**config.mk**
```make
export PLATFORM = sky130hd
export DESIGN_NAME = tocr_regs
export DESIGN_NICKNAME = d
export VERILOG_FILES = /design/src/tocr_pkg.sv /design/src/tocr_flags.sv /design/src/tocr_regs.sv
export VERILOG_INCLUDE_DIRS = /design/src /design/src/src
export SDC_FILE = /design/constraint.sdc
export NUM_CORES = 1
export LEC_CHECK = 0
export BUFFER_PORTS_ARGS = -buffer_cell sky130_fd_sc_hd__buf_2
export CORE_MARGIN = 1
export CORE_UTILIZATION = 33
export DETAILED_ROUTE_END_ITERATION = 7
export PLACE_DENSITY = 0.57
export SYNTH_ARGS = -nofsm -noshare
export SYNTH_HDL_FRONTEND = slang
export SYNTH_SLANG_ARGS = --single-unit
```
**constraint.sdc**
```tcl
create_clock -name core_clk_in -period 5.4 [get_ports core_clk_in]
set_input_delay 1.08 -clock core_clk_in [delete_from_list [all_inputs] [get_ports core_clk_in]]
set_output_delay 1.08 -clock core_clk_in [all_outputs]
set_load 0.05 [all_outputs]
```
**src/tocr_cfg.svh**
```systemverilog
// register offsets, field positions and reset values of the trace and overflow control bank
`ifndef TOCR_CFG_SVH
`define TOCR_CFG_SVH
`define TOCR_ADDR_OVF_CLEAR   12'h390
`define TOCR_ADDR_OUT_BASE    12'h560
`define TOCR_ADDR_OUT_PTRS    12'h561
`define TOCR_ADDR_CTL         12'h570
`define TOCR_ADDR_STATUS      12'h571
`define TOCR_ADDR_PGBASE      12'h572
`define TOCR_PHYS_WIDTH       8'h27
`define TOCR_CTL_EN           0
`define TOCR_CTL_SUPV         2
`define TOCR_CTL_USER         3
`define TOCR_CTL_PGFILT       7
`define TOCR_CTL_TABLE        8
`define TOCR_CTL_TSC          10
`define TOCR_CTL_RETDIS       11
`define TOCR_CTL_MUST1        13
`define TOCR_CTL_WMASK        64'h0000_0000_0000_2d8d
`define TOCR_STS_CTX          1
`define TOCR_STS_TRIG         2
`define TOCR_STS_ERR          4
`define TOCR_STS_STOP         5
`define TOCR_PTRS_WMASK       64'hffff_ffff_ffff_ff80
`define TOCR_PGBASE_WMASK     64'hffff_ffff_ffff_ffe0
`define TOCR_BASE_LSB         7
`define TOCR_OVF_GP_MASK      64'h0000_0000_0000_000f
`define TOCR_OVF_FIX_MASK     64'h0000_0007_0000_0000
`define TOCR_OVF_MISC_MASK    64'he080_0000_0000_0000
`define TOCR_RESET_VAL        64'h0000_0000_0000_0000
`endif

```
**src/tocr_pkg.sv**
```systemverilog
// types shared by the trace and overflow control bank
`default_nettype none
package tocr_pkg;
  typedef logic [63:0] tocr_word_t;
  typedef enum logic [1:0] {
    TOCR_ACC_OK   = 2'h0,
    TOCR_ACC_FAULT = 2'h1
  } tocr_acc_t;
endpackage
`default_nettype wire

```
**src/tocr_flags.sv**
```systemverilog
// sticky status flags with per-bit hardware set and write-one clear
`default_nettype none
module tocr_flags
  import tocr_pkg::*;
#(
  parameter int W = 64
) (
  input  wire logic         core_clk_in,
  input  wire logic         srst_in,
  input  wire logic [W-1:0] set_in,
  input  wire logic [W-1:0] clr_in,
  output logic      [W-1:0] flags_out
);
  // set wins over a clear arriving in the same cycle
  always_ff @(posedge core_clk_in) begin
    if (srst_in) begin
      flags_out <= '0;
    end else begin
      flags_out <= (flags_out & ~clr_in) | set_in;
    end
  end
endmodule // tocr_flags
`default_nettype wire

```
**src/tocr_regs.sv**
```systemverilog
// trace control and counter overflow-clear register bank
`include "tocr_cfg.svh"
`default_nettype none
module tocr_regs
  import tocr_pkg::*;
(
  input  wire logic        core_clk_in,
  input  wire logic        srst_in,
  input  wire logic        acc_valid_in,     // one-cycle register access strobe
  input  wire logic        acc_write_in,     // 1 write, 0 read
  input  wire logic [11:0] acc_addr_in,      // register address
  input  wire logic [63:0] acc_wdata_in,     // write data
  input  wire logic [63:0] ovf_set_in,       // hardware sets of overflow flags
  input  wire logic        ctx_en_in,        // context enable state
  input  wire logic        trig_en_in,       // trigger enable state
  input  wire logic        stop_set_in,      // pulse: tracing stopped
  input  wire logic        err_set_in,       // pulse: tracing error
  input  wire logic [63:0] cur_pgbase_in,    // current page-table base
  output logic             acc_done_out,     // access answered
  output logic [63:0]      acc_rdata_out,    // read data
  output logic             gp_fault_out,     // general_protection_fault pulse
  output logic [63:0]      ovf_flags_out,    // overflow flag vector
  output logic [7:0]       phys_width_out,   // reported address width
  output logic             trace_active_out, // trace output permitted
  output logic [63:0]      ctl_out           // control register image
);
  // ---------------------------------------------------------------
  // decode
  // ---------------------------------------------------------------
  logic       wr;
  logic       rd;
  logic       bad_enable;
  tocr_word_t base_mask;
  tocr_word_t ovf_clr;
  tocr_word_t ovf_flags;
  tocr_word_t out_base_ff;
  tocr_word_t out_ptrs_ff;
  tocr_word_t ctl_ff;
  tocr_word_t pgbase_ff;
  logic       sts_err_ff;
  logic       sts_stop_ff;
  tocr_word_t rd_mux;
  logic       hit;

  assign wr = acc_valid_in & acc_write_in;
  assign rd = acc_valid_in & ~acc_write_in;
  // base field bounded by physical width
  assign base_mask = ((64'h1 << `TOCR_PHYS_WIDTH) - 64'h1) & ~((64'h1 << `TOCR_BASE_LSB) - 64'h1);
  // enable without table mode or bit 13 faults
  assign bad_enable = acc_wdata_in[`TOCR_CTL_EN] &
                      (~acc_wdata_in[`TOCR_CTL_TABLE] | ~acc_wdata_in[`TOCR_CTL_MUST1]);

  // ---------------------------------------------------------------
  // overflow flags, write-one clear
  // ---------------------------------------------------------------
  // write-one clear bits
  assign ovf_clr = (wr && acc_addr_in == `TOCR_ADDR_OVF_CLEAR) ?
                   (acc_wdata_in & (`TOCR_OVF_GP_MASK | `TOCR_OVF_FIX_MASK | `TOCR_OVF_MISC_MASK)) : '0;

  tocr_flags #(.W(64)) u_ovf (
    .core_clk_in (core_clk_in),
    .srst_in     (srst_in),
    .set_in      (ovf_set_in & (`TOCR_OVF_GP_MASK | `TOCR_OVF_FIX_MASK | `TOCR_OVF_MISC_MASK)),
    .clr_in      (ovf_clr),
    .flags_out   (ovf_flags)
  );
  assign ovf_flags_out = ovf_flags;

  // ---------------------------------------------------------------
  // trace registers
  // ---------------------------------------------------------------
  // address and pointer registers
  always_ff @(posedge core_clk_in) begin
    if (srst_in) begin
      out_base_ff <= `TOCR_RESET_VAL;
      out_ptrs_ff <= `TOCR_RESET_VAL;
      pgbase_ff   <= `TOCR_RESET_VAL;
    end else if (wr) begin
      if (acc_addr_in == `TOCR_ADDR_OUT_BASE) out_base_ff <= acc_wdata_in & base_mask;
      if (acc_addr_in == `TOCR_ADDR_OUT_PTRS) out_ptrs_ff <= acc_wdata_in & `TOCR_PTRS_WMASK;
      if (acc_addr_in == `TOCR_ADDR_PGBASE)   pgbase_ff   <= acc_wdata_in & `TOCR_PGBASE_WMASK;
    end
  end

  // control register, rejected write keeps old value
  always_ff @(posedge core_clk_in) begin
    if (srst_in) begin
      ctl_ff <= `TOCR_RESET_VAL;
    end else if (wr && acc_addr_in == `TOCR_ADDR_CTL && !bad_enable) begin
      ctl_ff <= acc_wdata_in & `TOCR_CTL_WMASK;
    end
  end

  // error and stopped: software writable, hardware set wins
  always_ff @(posedge core_clk_in) begin
    if (srst_in) begin
      sts_err_ff  <= 1'b0;
      sts_stop_ff <= 1'b0;
    end else begin
      if (err_set_in) begin
        sts_err_ff <= 1'b1;
      end else if (wr && acc_addr_in == `TOCR_ADDR_STATUS) begin
        sts_err_ff <= acc_wdata_in[`TOCR_STS_ERR];
      end
      if (stop_set_in) begin
        sts_stop_ff <= 1'b1;
      end else if (wr && acc_addr_in == `TOCR_ADDR_STATUS) begin
        sts_stop_ff <= acc_wdata_in[`TOCR_STS_STOP];
      end
    end
  end

  // ---------------------------------------------------------------
  // read mux
  // ---------------------------------------------------------------
  always_comb begin
    rd_mux = '0;
    hit    = 1'b1;
    unique case (acc_addr_in)
      `TOCR_ADDR_OVF_CLEAR: rd_mux = '0; // write-only
      `TOCR_ADDR_OUT_BASE:  rd_mux = out_base_ff;
      `TOCR_ADDR_OUT_PTRS:  rd_mux = out_ptrs_ff;
      `TOCR_ADDR_CTL:       rd_mux = ctl_ff;
      `TOCR_ADDR_STATUS: begin
        // context and trigger follow hardware only
        rd_mux[`TOCR_STS_CTX]  = ctx_en_in;
        rd_mux[`TOCR_STS_TRIG] = trig_en_in;
        rd_mux[`TOCR_STS_ERR]  = sts_err_ff;
        rd_mux[`TOCR_STS_STOP] = sts_stop_ff;
      end
      `TOCR_ADDR_PGBASE:    rd_mux = pgbase_ff;
      default:              hit = 1'b0;
    endcase
  end

  // access answer one cycle after the strobe
  always_ff @(posedge core_clk_in) begin
    if (srst_in) begin
      acc_done_out  <= 1'b0;
      acc_rdata_out <= '0;
      gp_fault_out  <= 1'b0;
    end else begin
      acc_done_out  <= acc_valid_in;
      acc_rdata_out <= (rd && hit) ? rd_mux : '0;
      gp_fault_out  <= acc_valid_in & (~hit | (wr & (acc_addr_in == `TOCR_ADDR_CTL) & bad_enable));
    end
  end

  always_ff @(posedge core_clk_in) begin
    if (srst_in) begin
      phys_width_out <= 8'h00;
      ctl_out        <= '0;
    end else begin
      phys_width_out <= `TOCR_PHYS_WIDTH;
      ctl_out        <= ctl_ff;
    end
  end

  always_ff @(posedge core_clk_in) begin
    if (srst_in) begin
      trace_active_out <= 1'b0;
    end else begin
      trace_active_out <= ctl_ff[`TOCR_CTL_EN] & ~sts_stop_ff &
                          (~ctl_ff[`TOCR_CTL_PGFILT] |
                           ((cur_pgbase_in & `TOCR_PGBASE_WMASK) == pgbase_ff));
    end
  end

  // ---------------------------------------------------------------
  // assertions
  // ---------------------------------------------------------------
  // general counter clear
  a_ovf_clear_works: assert property (@(posedge core_clk_in) disable iff (srst_in)
    (wr && acc_addr_in == `TOCR_ADDR_OVF_CLEAR && acc_wdata_in[0] && !ovf_set_in[0]) |=> !ovf_flags_out[0])
    else $error("counter 0 overflow not cleared");

  a_ovf_zero_keeps: assert property (@(posedge core_clk_in) disable iff (srst_in)
    (wr && acc_addr_in == `TOCR_ADDR_OVF_CLEAR && !acc_wdata_in[3] && ovf_flags_out[3]) |=> ovf_flags_out[3])
    else $error("zero write cleared a flag");

  a_flag_set_wins: assert property (@(posedge core_clk_in) disable iff (srst_in)
    ovf_set_in[0] |=> ovf_flags_out[0])
    else $error("overflow set lost to a clear");

  a_fixed_clear: assert property (@(posedge core_clk_in) disable iff (srst_in)
    (wr && acc_addr_in == `TOCR_ADDR_OVF_CLEAR && acc_wdata_in[34] && !ovf_set_in[34]) |=> !ovf_flags_out[34])
    else $error("fixed counter 2 overflow not cleared");

  a_table_irq_clear: assert property (@(posedge core_clk_in) disable iff (srst_in)
    (wr && acc_addr_in == `TOCR_ADDR_OVF_CLEAR && acc_wdata_in[55] && !ovf_set_in[55]) |=> !ovf_flags_out[55])
    else $error("table interrupt flag not cleared");

  a_cond_clear: assert property (@(posedge core_clk_in) disable iff (srst_in)
    (wr && acc_addr_in == `TOCR_ADDR_OVF_CLEAR && acc_wdata_in[63] && !ovf_set_in[63]) |=> !ovf_flags_out[63])
    else $error("condition-changed flag not cleared");

  a_ovf_clear_all: assert property (@(posedge core_clk_in) disable iff (srst_in)
    (wr && acc_addr_in == `TOCR_ADDR_OVF_CLEAR) |=>
      (ovf_flags_out & $past(acc_wdata_in) & ~$past(ovf_set_in)) == '0)
    else $error("overflow flag survived its clear");

  a_base_reserved: assert property (@(posedge core_clk_in) disable iff (srst_in)
    (out_base_ff & ~base_mask) == '0)
    else $error("reserved output base bits set");

  a_width_report: assert property (@(posedge core_clk_in) disable iff (srst_in)
    !$past(srst_in) |-> phys_width_out == `TOCR_PHYS_WIDTH)
    else $error("address width report wrong");

  a_ptrs_offsets: assert property (@(posedge core_clk_in) disable iff (srst_in)
    (wr && acc_addr_in == `TOCR_ADDR_OUT_PTRS) |=> out_ptrs_ff == ($past(acc_wdata_in) & `TOCR_PTRS_WMASK))
    else $error("pointer fields stored wrongly");

  a_ctl_reserved: assert property (@(posedge core_clk_in) disable iff (srst_in)
    (ctl_ff & ~`TOCR_CTL_WMASK) == '0)
    else $error("reserved control bits set");

  a_enable_fault: assert property (@(posedge core_clk_in) disable iff (srst_in)
    (wr && acc_addr_in == `TOCR_ADDR_CTL && acc_wdata_in[0] && !acc_wdata_in[8]) |=> gp_fault_out && $stable(ctl_ff))
    else $error("enable without table mode accepted");

  a_bit13_fault: assert property (@(posedge core_clk_in) disable iff (srst_in)
    (wr && acc_addr_in == `TOCR_ADDR_CTL && acc_wdata_in[0] && !acc_wdata_in[13]) |=> gp_fault_out)
    else $error("enable without bit 13 accepted");

  a_ctl_fields: assert property (@(posedge core_clk_in) disable iff (srst_in)
    (wr && acc_addr_in == `TOCR_ADDR_CTL && !bad_enable) |=> ctl_ff[11:0] == ($past(acc_wdata_in[11:0]) & 12'hd8d))
    else $error("control fields stored wrongly");

  a_status_ignore: assert property (@(posedge core_clk_in) disable iff (srst_in)
    (rd && acc_addr_in == `TOCR_ADDR_STATUS) |=>
      acc_rdata_out[`TOCR_STS_CTX] == $past(ctx_en_in) && acc_rdata_out[`TOCR_STS_TRIG] == $past(trig_en_in))
    else $error("context or trigger bit not from hardware");

  a_err_set_wins: assert property (@(posedge core_clk_in) disable iff (srst_in)
    err_set_in |=> sts_err_ff)
    else $error("error flag not set");

  a_stop_blocks: assert property (@(posedge core_clk_in) disable iff (srst_in)
    sts_stop_ff |=> !trace_active_out)
    else $error("trace active while stopped");

  a_pgbase_low: assert property (@(posedge core_clk_in) disable iff (srst_in)
    pgbase_ff[4:0] == 5'h00 && out_ptrs_ff[6:0] == 7'h00)
    else $error("reserved low bits set");

  a_pgbase_store: assert property (@(posedge core_clk_in) disable iff (srst_in)
    (wr && acc_addr_in == `TOCR_ADDR_PGBASE) |=> pgbase_ff == ($past(acc_wdata_in) & `TOCR_PGBASE_WMASK))
    else $error("page base match stored wrongly");

  a_filter_gate: assert property (@(posedge core_clk_in) disable iff (srst_in)
    (ctl_ff[7] && ((cur_pgbase_in & `TOCR_PGBASE_WMASK) != pgbase_ff)) |=> !trace_active_out)
    else $error("trace active on page base mismatch");

  // answer one cycle later
  a_done_pulse: assert property (@(posedge core_clk_in) disable iff (srst_in)
    acc_done_out == $past(acc_valid_in))
    else $error("access answer not one cycle after strobe");

  // unmapped address faults
  a_unmapped_fault: assert property (@(posedge core_clk_in) disable iff (srst_in)
    (acc_valid_in && !hit) |=> gp_fault_out && acc_rdata_out == '0)
    else $error("unmapped access not faulted");

  // read data idle zero
  a_rdata_idle: assert property (@(posedge core_clk_in) disable iff (srst_in)
    !rd |=> acc_rdata_out == '0)
    else $error("read data shown without a read");
endmodule // tocr_regs
`default_nettype wire

```
======== Yosys cells after proc, flatten, opt, wreduce, memory -nomap -nowiden ========
Cells that the tools add are included.
storage, ports and cells
  output and inout port bits .............. 203
  word-level logic and storage cells ...... 67
  bits of input ports ..................... 212
  register bits ........................... 305
cells by class
  bitwise gates (word level) .............. 22
  muxes and demuxes ....................... 10
  reductions and logical operators ........ 14
  equal/unequal tests ..................... 7
operators with widths
  cell                  number
  $pmux 58 s4           1
  $and 64x64->64        1
  $mux 64               1
  $not 64->64           1
  $or 64x64->64         1
  $eq 12x11->1 const B  5
  $eq 59x59->1          1
  $eq 12x10->1 const B  1
  $and 1x1->1           8
  $not 1->1             8
  $pmux 2 s2            2
  $mux 6                1
  $reduce_and 2->1      3
  $reduce_or 6->1       1
  $logic_and 1x1->1     5
  $mux 1                5
  $reduce_bool 2->1     2
  $or 1x1->1            3
  $reduce_or 3->1       1
  $reduce_or 2->1       1
  $logic_not 1->1       1

======== Longest topological paths before layout ========
Gate-level depths: netlist of run 1.
  word-level depth ........................ 6
  depth in mapped cells ................... 9
  gate-level depth less buffers ........... 5

======== By module ========
From an unflattened synthesis of run 1, not the netlist that was laid out.
unflattened totals
  cell total of the unflattened synthesis .. 1429
  area total of the unflattened synthesis .. 12348.1 µm²
by module, submodules not included
  module      area an instance (µm²)  seq. area each (µm²)  times used  cells an instance
  tocr_regs   9749.4                  4684.5                1           1166
  tocr_flags  2598.7                  1281.2                1           263

======== Worst setup path before layout of run 1 ========
No wires, ideal clock.
  path kind ............................... input to register
  start ................................... input acc_addr_in[11]
  end ..................................... register out_base_ff[10]
  cell stages on the path ................. 9
  required time ........................... 5.268 ns
  arrival time ............................ 3.041 ns
  buffers on the path ..................... 4
  library setup time ...................... 0.132 ns
  slack ................................... 2.227 ns
  cell sequence ........................... or4b_1 > buf_2 > or4_4 > buf_6 > or3_1 > buf_2 > buf_6 > nand2_1 > a21oi_1
between the ends
  longest elaborated chain between the ends .. 2
ends and longest elaborated chain
  what                        line             text
  from (decl)                 tocr_regs.sv:11  input wire logic [11:0] acc_addr_in,
  $eq 12x11->1                --
  $reduce_and 2->1 (no line)  --
  to (signal assigned)        tocr_regs.sv:75  out_base_ff <= `TOCR_RESET_VAL;
  to (signal assigned)        tocr_regs.sv:79  if (acc_addr_in == `TOCR_ADDR_OUT_BASE) out_base_ff <= acc_wdata_in & base_mask;
  to (decl)                   tocr_regs.sv:36  tocr_word_t out_base_ff;
Every way passes these cells.
A chain may end at the register's enable or synchronous reset.

======== Worst setup path after layout of run 1 ========
  start ................................... input acc_addr_in[11]
  end ..................................... register acc_rdata_out[21]
between the ends
  longest elaborated chain between the ends .. 6
  elaborated cells between the ends (all ways) .. 12
  classes of those cells .................. eq/ne (6); mux (2); bitwise (1); reduce/logical (3)
ends and longest elaborated chain
  what                                          line              text
  $eq 12x10->1 or $eq 12x11->1 (tied branches)  tocr_regs.sv:119  unique case (acc_addr_in)
  $reduce_or 6->1 (no line)                     --
  $mux 1                                        tocr_regs.sv:119
  $logic_and 1x1->1                             tocr_regs.sv:144  acc_rdata_out <= (rd && hit) ? rd_mux : '0;
  $not 1->1 (no line)                           --
  $reduce_or 2->1 (no line)                     --
  to (signal assigned)                          tocr_regs.sv:144
  to (decl)                                     tocr_regs.sv:20   output logic [63:0] acc_rdata_out,
Parallel ways exist; a longest one is shown, timed or not.

==> metrics, run 1 <==
run status complete, no violations; Sw Share 25.9%; Ports 415; Worst-path clk slew 0.06 ns; drt total wl 32.4 mm; clk_lat worst skew 0.55 ns; Cell variety after synth 43; First-pass DRT Iterations 8; mux contribution to synthesized area 1.22%; fraction of power consumed by sequential logic 44.9%; Area Growth Syn to Fin 20.0%; clock share of power 46.1%; Synth top area share 48.5%; synth cell count leaders 311 x nand2_1, 245 x dfxtp_1, 161 x a21oi_1; Yosys warning count 0; Pwr Density 333 nW/um^2; Final nets 1621; CP startpoint kind input pin; # DRC 0; switching power 1.05 mW; hpwl dp 21.9 mm; CTS HTree Levels 1; Die ar. 31400 um^2; crit path time final 3.40 ns; Post-Synth XOR/XNOR Area 5.11%; via count 8717; largest family of logic cells by synthesized area simple AND/OR/NAND/NOR gates; main flop type after synthesis dfxtp_1; setup violators final 0; antenna violations before repair 4; gr usage total 19.9%; EDFF count, synth 0; PnR worst setup slack 2.00 ns; Synth Area in Compound Gates 13.7%; Synth Instances 1204; Internal 3.00 mW; Worst EP arrival 3.88 ns; Die Height 177 um; post-CTS sizing 0; Slew HR 25.2%; min-delay worst type reg2reg; routability-driven placement congestion ratio 0.815; simple-gate share of the synthesized area 19.5%; Worst R2R Path Depth 5; Fillers 3059; total grt overflow 0; global-route wire length before repair 47.3 mm; CTS tree built; syn_area_per_cell 8.41 um^2; max frequency 294 MHz; Worst-Margin Slew 1.12 ns; deepest clock path buffer count 3; worst r2r dst trace_active_out; row cnt 63; Worst R2R Setup Slack 3.17 ns; Clock Skew 0.0171 ns; RSZ-0062 raised after global routing false; IO Port Bufs 243; TNS Setup 0 ns; crit path kind in2reg; FF-to-FF Start ctl_ff[0]; Post-Synth Adder-Cell Area 0%; Synth area leader dfxtp_1; VDD IR max 0.239 mV; synthesized area 10100 um^2; Final Max Slew Viols 0; layout cells sized above 1 22.5%; vias in the first global route 7988; most frequent cell after synthesis nand2_1; register area share after synthesis 48.5%; Max Fanout on Critical Path 40; Cells on Worst Hold Path 2; Clock Root Buffer clkbuf_16; Initial Util 33.9%; Via-to-Cell Ratio 4.79; Final ANT Viol Nets 0; WL per Instance 17.8 um; Place WS 1.38 ns; hold buffer count at cts 0; DR iter-0 viols 626; CTS buffer count 27; Tcrit/Tclk final 63.0%; total setup buffers inserted after CTS 0; Core ar. 29900 um^2; largest net degree at the start of global routing 105; die extent in x 177 um; Synth area leaders dfxtp_1 48%, nand2_1 12%, buf_4 8.6%; Async S/R FF share, synth 0%; Hold Crit Endpoint out_ptrs_ff[11]; CP required 5.87 ns; final hold vios 0; Hold Startpoint out_ptrs_ff[11]; Max Cap Viol 0; flops & latches, synth 245; Comb pwr share 8.9%; CP endpoint kind flop; static leakage 4.93 nW; CTS sink count 245
-- through the flow --
step                cells  hold slack, ns  area (um^2)  utilization (%)  power [mW]
detailed placement   1770           0.443        11200             37.6        2.22
global route         1817           0.466        12100             40.7        4.19
CTS                  1817           0.451        12100             40.7        4.10
global placement     1770           0.437        11200             37.6        2.22
finish               1818           0.451        12200             40.7        4.05
floorplan            1316           0.429        10500                -        2.17
-- metal layers --
| layer | up-vias | wire length, um | track usage (%) | part of all wire (%) |
|---|---|---|---|---|
| li1 | 4206 | - | - | - |
| met5 | - | 32 | 0 | 0.099 |
| met4 | 6 | 843 | 5.82 | 2.6 |
| met1 | 4073 | 14200 | 26.8 | 44 |
| met2 | 384 | 14900 | 32.1 | 46 |
| met3 | 48 | 2490 | 3.93 | 7.7 |
-- cell families (layout without fill, tap and decap cells) --
| family | Yosys count | count (layout) |
|---|---|---|
| XOR/XNOR | 59 | 59 |
| AND/OR/NAND/NOR | 463 | 463 |
| flip-flops | 245 | 245 |
| multiplexers | 12 | 12 |
| AO/OA/AOI/OAI | 228 | 228 |
| other | 1 | 114 |
| buffers and inverters | 196 | 307 |
-- cell usage in the layout (no fill, tap or decap), drive strengths merged, types with 2 or more instances in the layout --
cell type  netlist  routed
a211oi           2       2
bufinv           0       2
inv              3       4
nor2b           10      10
nor3             6       6
clkinv           0       5
mux2i            9       9
nand2b           2       2
buf            134     257
or3              2       2
xor2            59      59
or3b             2       2
nand3b           3       3
nand3            7       7
o21ai            2       2
nand4            3       3
dfxtp          245     245
and3             5       5
nor4            21      21
mux2             3       3
nand2          311     311
or2              3       3
nor2            83      83
a22oi           27      27
a222oi          30      30
a221oi           2       2
clkbuf          59      39
conb             1     113
a21oi          161     161
-- power by group through the flow --
stage / registers (mW) / logic (mW) / clock network, mW
finish: 1.82 / 0.362 / 1.87
global route: 1.82 / 0.381 / 1.99
CTS: 1.82 / 0.363 / 1.92
detailed placement: 1.86 / 0.362 / 0
global placement: 1.86 / 0.363 / 0
floorplan: 1.88 / 0.291 / 0
-- worst max path at each step --
stage / from / end / slack, ns / cells past startpoint
finish: acc_addr_in[11] / acc_rdata_out[21] / 2.00 / 6
global route: acc_addr_in[11] / acc_rdata_out[21] / 1.80 / 6
CTS: acc_addr_in[11] / acc_rdata_out[21] / 1.96 / 6
detailed placement: acc_addr_in[11] / acc_rdata_out[21] / 1.38 / 6
global placement: acc_addr_in[11] / acc_rdata_out[21] / 1.39 / 6
floorplan: acc_addr_in[11] / out_base_ff[10] / 2.23 / 9
-- worst max-delay path, cell delays in order --
cell	delay, ns
buf_2	0.10
or4b_1	0.72
nor3_1	0.31
nand3_2	0.91
buf_4	0.57
nor2_1	0.16
-- registers in the layout, indices dropped and copies added (netlist names) --
signal and cells:
out_base_ff 32, acc_rdata_out 64, phys_width_out 1, gp_fault_out 1, u_ovf.flags_out 11, sts_stop_ff 1
ctl_out 8, ctl_ff 8, acc_done_out 1, pgbase_ff 59, sts_err_ff 1, trace_active_out 1
out_ptrs_ff 57
-- layout make-up --
class                           count  area (um^2)  area share, %
Multi-Input combinational cell    875         4470           36.8
Tap cell                          390          488           4.02
Inverter                            3         11.3         0.0927
Timing Repair Buffer              257         1370           11.2
Clock buffer                       39          801           6.59
Sequential cell                   245         4900           40.4
Clock inverter                      8          105          0.865
Antenna cell                        1         2.50         0.0206
Note: power is estimated with default switching activity, not from simulation.
==> inputs of run 2 (changes only) <==
--- a/config.mk
+++ b/config.mk
@@ -10,7 +10,7 @@
 export CORE_MARGIN = 1
 export CORE_UTILIZATION = 33
 export DETAILED_ROUTE_END_ITERATION = 7
-export PLACE_DENSITY = 0.57
+export PLACE_DENSITY = 0.6
 export SYNTH_ARGS = -nofsm -noshare
 export SYNTH_HDL_FRONTEND = slang
 export SYNTH_SLANG_ARGS = --single-unit
==> constraint.sdc (replaced) <==
create_clock -name core_clk_in -period 3.1 [get_ports core_clk_in]
set_input_delay 0.62 -clock core_clk_in [delete_from_list [all_inputs] [get_ports core_clk_in]]
set_output_delay 0.62 -clock core_clk_in [all_outputs]
set_load 0.05 [all_outputs]
==> run 2 against run 1 <==
Die area stayed put; combinational power is 75% higher; worst setup slack worse by 1.2 ns; final cell count is 1.2% higher; flip-flop and latch count stayed put; clock-buffer cell count is 2 higher; via count is 0.84% higher; design area is 2.3% higher; global-route usage is 0.51 points higher; power is 83% higher; first-iteration DRC count is 35% higher; largest power group unchanged; highest routed layer unchanged.
==> metrics, run 2 (synthesis gave the netlist of run 1 again) <==
Slew HR 46.4%; gr usage total 20.5%; Ports 415; Sw Share 25.2%; Die ar. 31400 um^2; Tcrit/Tclk final 75.2%; Final ANT Viol Nets 0; max frequency 429 MHz; Clock Root Buffer clkbuf_16; CP required 3.48 ns; Initial Util 33.9%; max incr delay on CP 0.62 ns; setup violators final 0; number of flip-flops in the largest register 64; deepest clock path buffer count 3; via count 8790; First-pass DRT Iterations 8; CP startpoint kind input pin; final hold vios 0; Worst-Margin Slew 0.804 ns; top sig layer met5; CTS sink count 245; layout cells sized above 1 23.7%; post-CTS sizing 0; Comb pwr share 8.6%; vias in the first global route 8291; crit path kind in2reg; hold buffer count at cts 0; Place WS 0.245 ns; largest register by flop count acc_rdata_out; antenna violations before repair 2; TNS Setup 0 ns; min-delay worst type in2reg; clock share of power 48.6%; PnR worst setup slack 0.770 ns; drt total wl 33.1 mm; commonest non-fill, non-tap cells in the layout 311 x nand2_1, 245 x dfxtp_1, 242 x buf_2, 161 x a21oi_1, 113 x conb_1; DR iter-0 viols 847; Pwr Density 595 nW/um^2; total setup buffers inserted after CTS 0; Max Cap Viol 0; Core Util, Final 41.6%; Clock Skew 0.0110 ns; biggest regs acc_rdata_out (64), pgbase_ff (59), out_ptrs_ff (57); die extent in x 177 um; Final Max Slew Viols 0; total grt overflow 0; Die Height 177 um; CTS buffer count 28; row cnt 63; Internal 5.53 mW; clk_lat worst skew 0.53 ns; RSZ-0062 raised after global routing false; Worst-path clk slew 0.06 ns; Via-to-Cell Ratio 4.78; routed length on met3 2.58 mm; crit path time final 2.33 ns; global-route wire length before repair 48.9 mm; largest net degree at the start of global routing 73; hpwl dp 22.4 mm; Core ar. 29900 um^2; metal1 wirelength 14.3 mm; CTS tree built; Worst EP arrival 2.71 ns; fraction of power consumed by sequential logic 42.8%; most common cell after layout, fill and taps aside nand2_1; critical-path cell list buf_2 > or4b_1 > or4_4 > or3_1 > buf_4 > nand2_1 > a21oi_1; routability-driven placement congestion ratio 0.818; CP endpoint kind flop; slowest stage cell, crit path or4_4; Max Fanout on Critical Path 18; static leakage 5.07 nW; switching power 1.86 mW; WL per Instance 18.0 um; Area Growth Syn to Fin 22.8%; VDD IR max 0.439 mV; # DRC 0; metal2 WL 15.5 mm; CTS HTree Levels 1; run status complete, no violations; IO Port Bufs 243; Final nets 1638
==> run 2: critical path, delay by kind of cell <==
family / cells / cell delay [ns]
and+or+nand+nor: 4 / 1.67
buffers and inverters: 2 / 0.34
AOI/OAI and AO/OA: 1 / 0.06
==> run 2: power groups by stage <==
stage          clock network [mW]  logic, mW  registers, mW
2_1_floorplan                   0      0.507           3.28
3_3_place_gp                    0      0.633           3.24
3_5_place_dp                    0      0.634           3.24
4_1_cts                      3.68      0.636           3.17
5_1_grt                      3.82      0.668           3.17
6_report                     3.59      0.635           3.17
==> run 2: path summary, 6_finish.rpt <==
| kind | startpoint | to | slack, ns | depth (start not counted) |
|---|---|---|---|---|
| max | acc_addr_in[11] | out_base_ff[23] | 0.77 | 7 |
| min | ovf_set_in[3] | u_ovf.flags_out[3] | 0.30 | 3 |
| max reg2reg | ctl_ff[0] | trace_active_out | 1.11 | 6 |
| min reg2reg | out_ptrs_ff[55] | out_ptrs_ff[55] | 0.45 | 2 |
==> run 2: per-layer routing <==
metal	up-vias	global-route usage, %
li1	4239	-
met1	4094	27.0
met2	407	33.9
met3	48	3.61
met4	2	5.85
met5	-	0
==> run 2: area by class of cell <==
type,instances,area (um^2)
Inverter,3,11.3
Fill cell,3027,17400
Tap cell,390,488
Antenna cell,1,2.50
Multi-Input combinational cell,875,4470
Sequential cell,245,4900
Clock inverter,11,165
Clock buffer,41,861
Timing Repair Buffer,273,1520
==> run 2: per-stage QoR <==
stage,cells,hold slack (ns),power [mW],instance area (um^2)
after floorplan,1316,0.429,3.79,10500
after global placement,1786,0.435,3.87,11400
after detailed placement,1786,0.442,3.87,11400
after CTS,1838,0.272,7.48,12400
after global routing,1838,0.281,7.65,12400
final,1839,0.299,7.40,12400
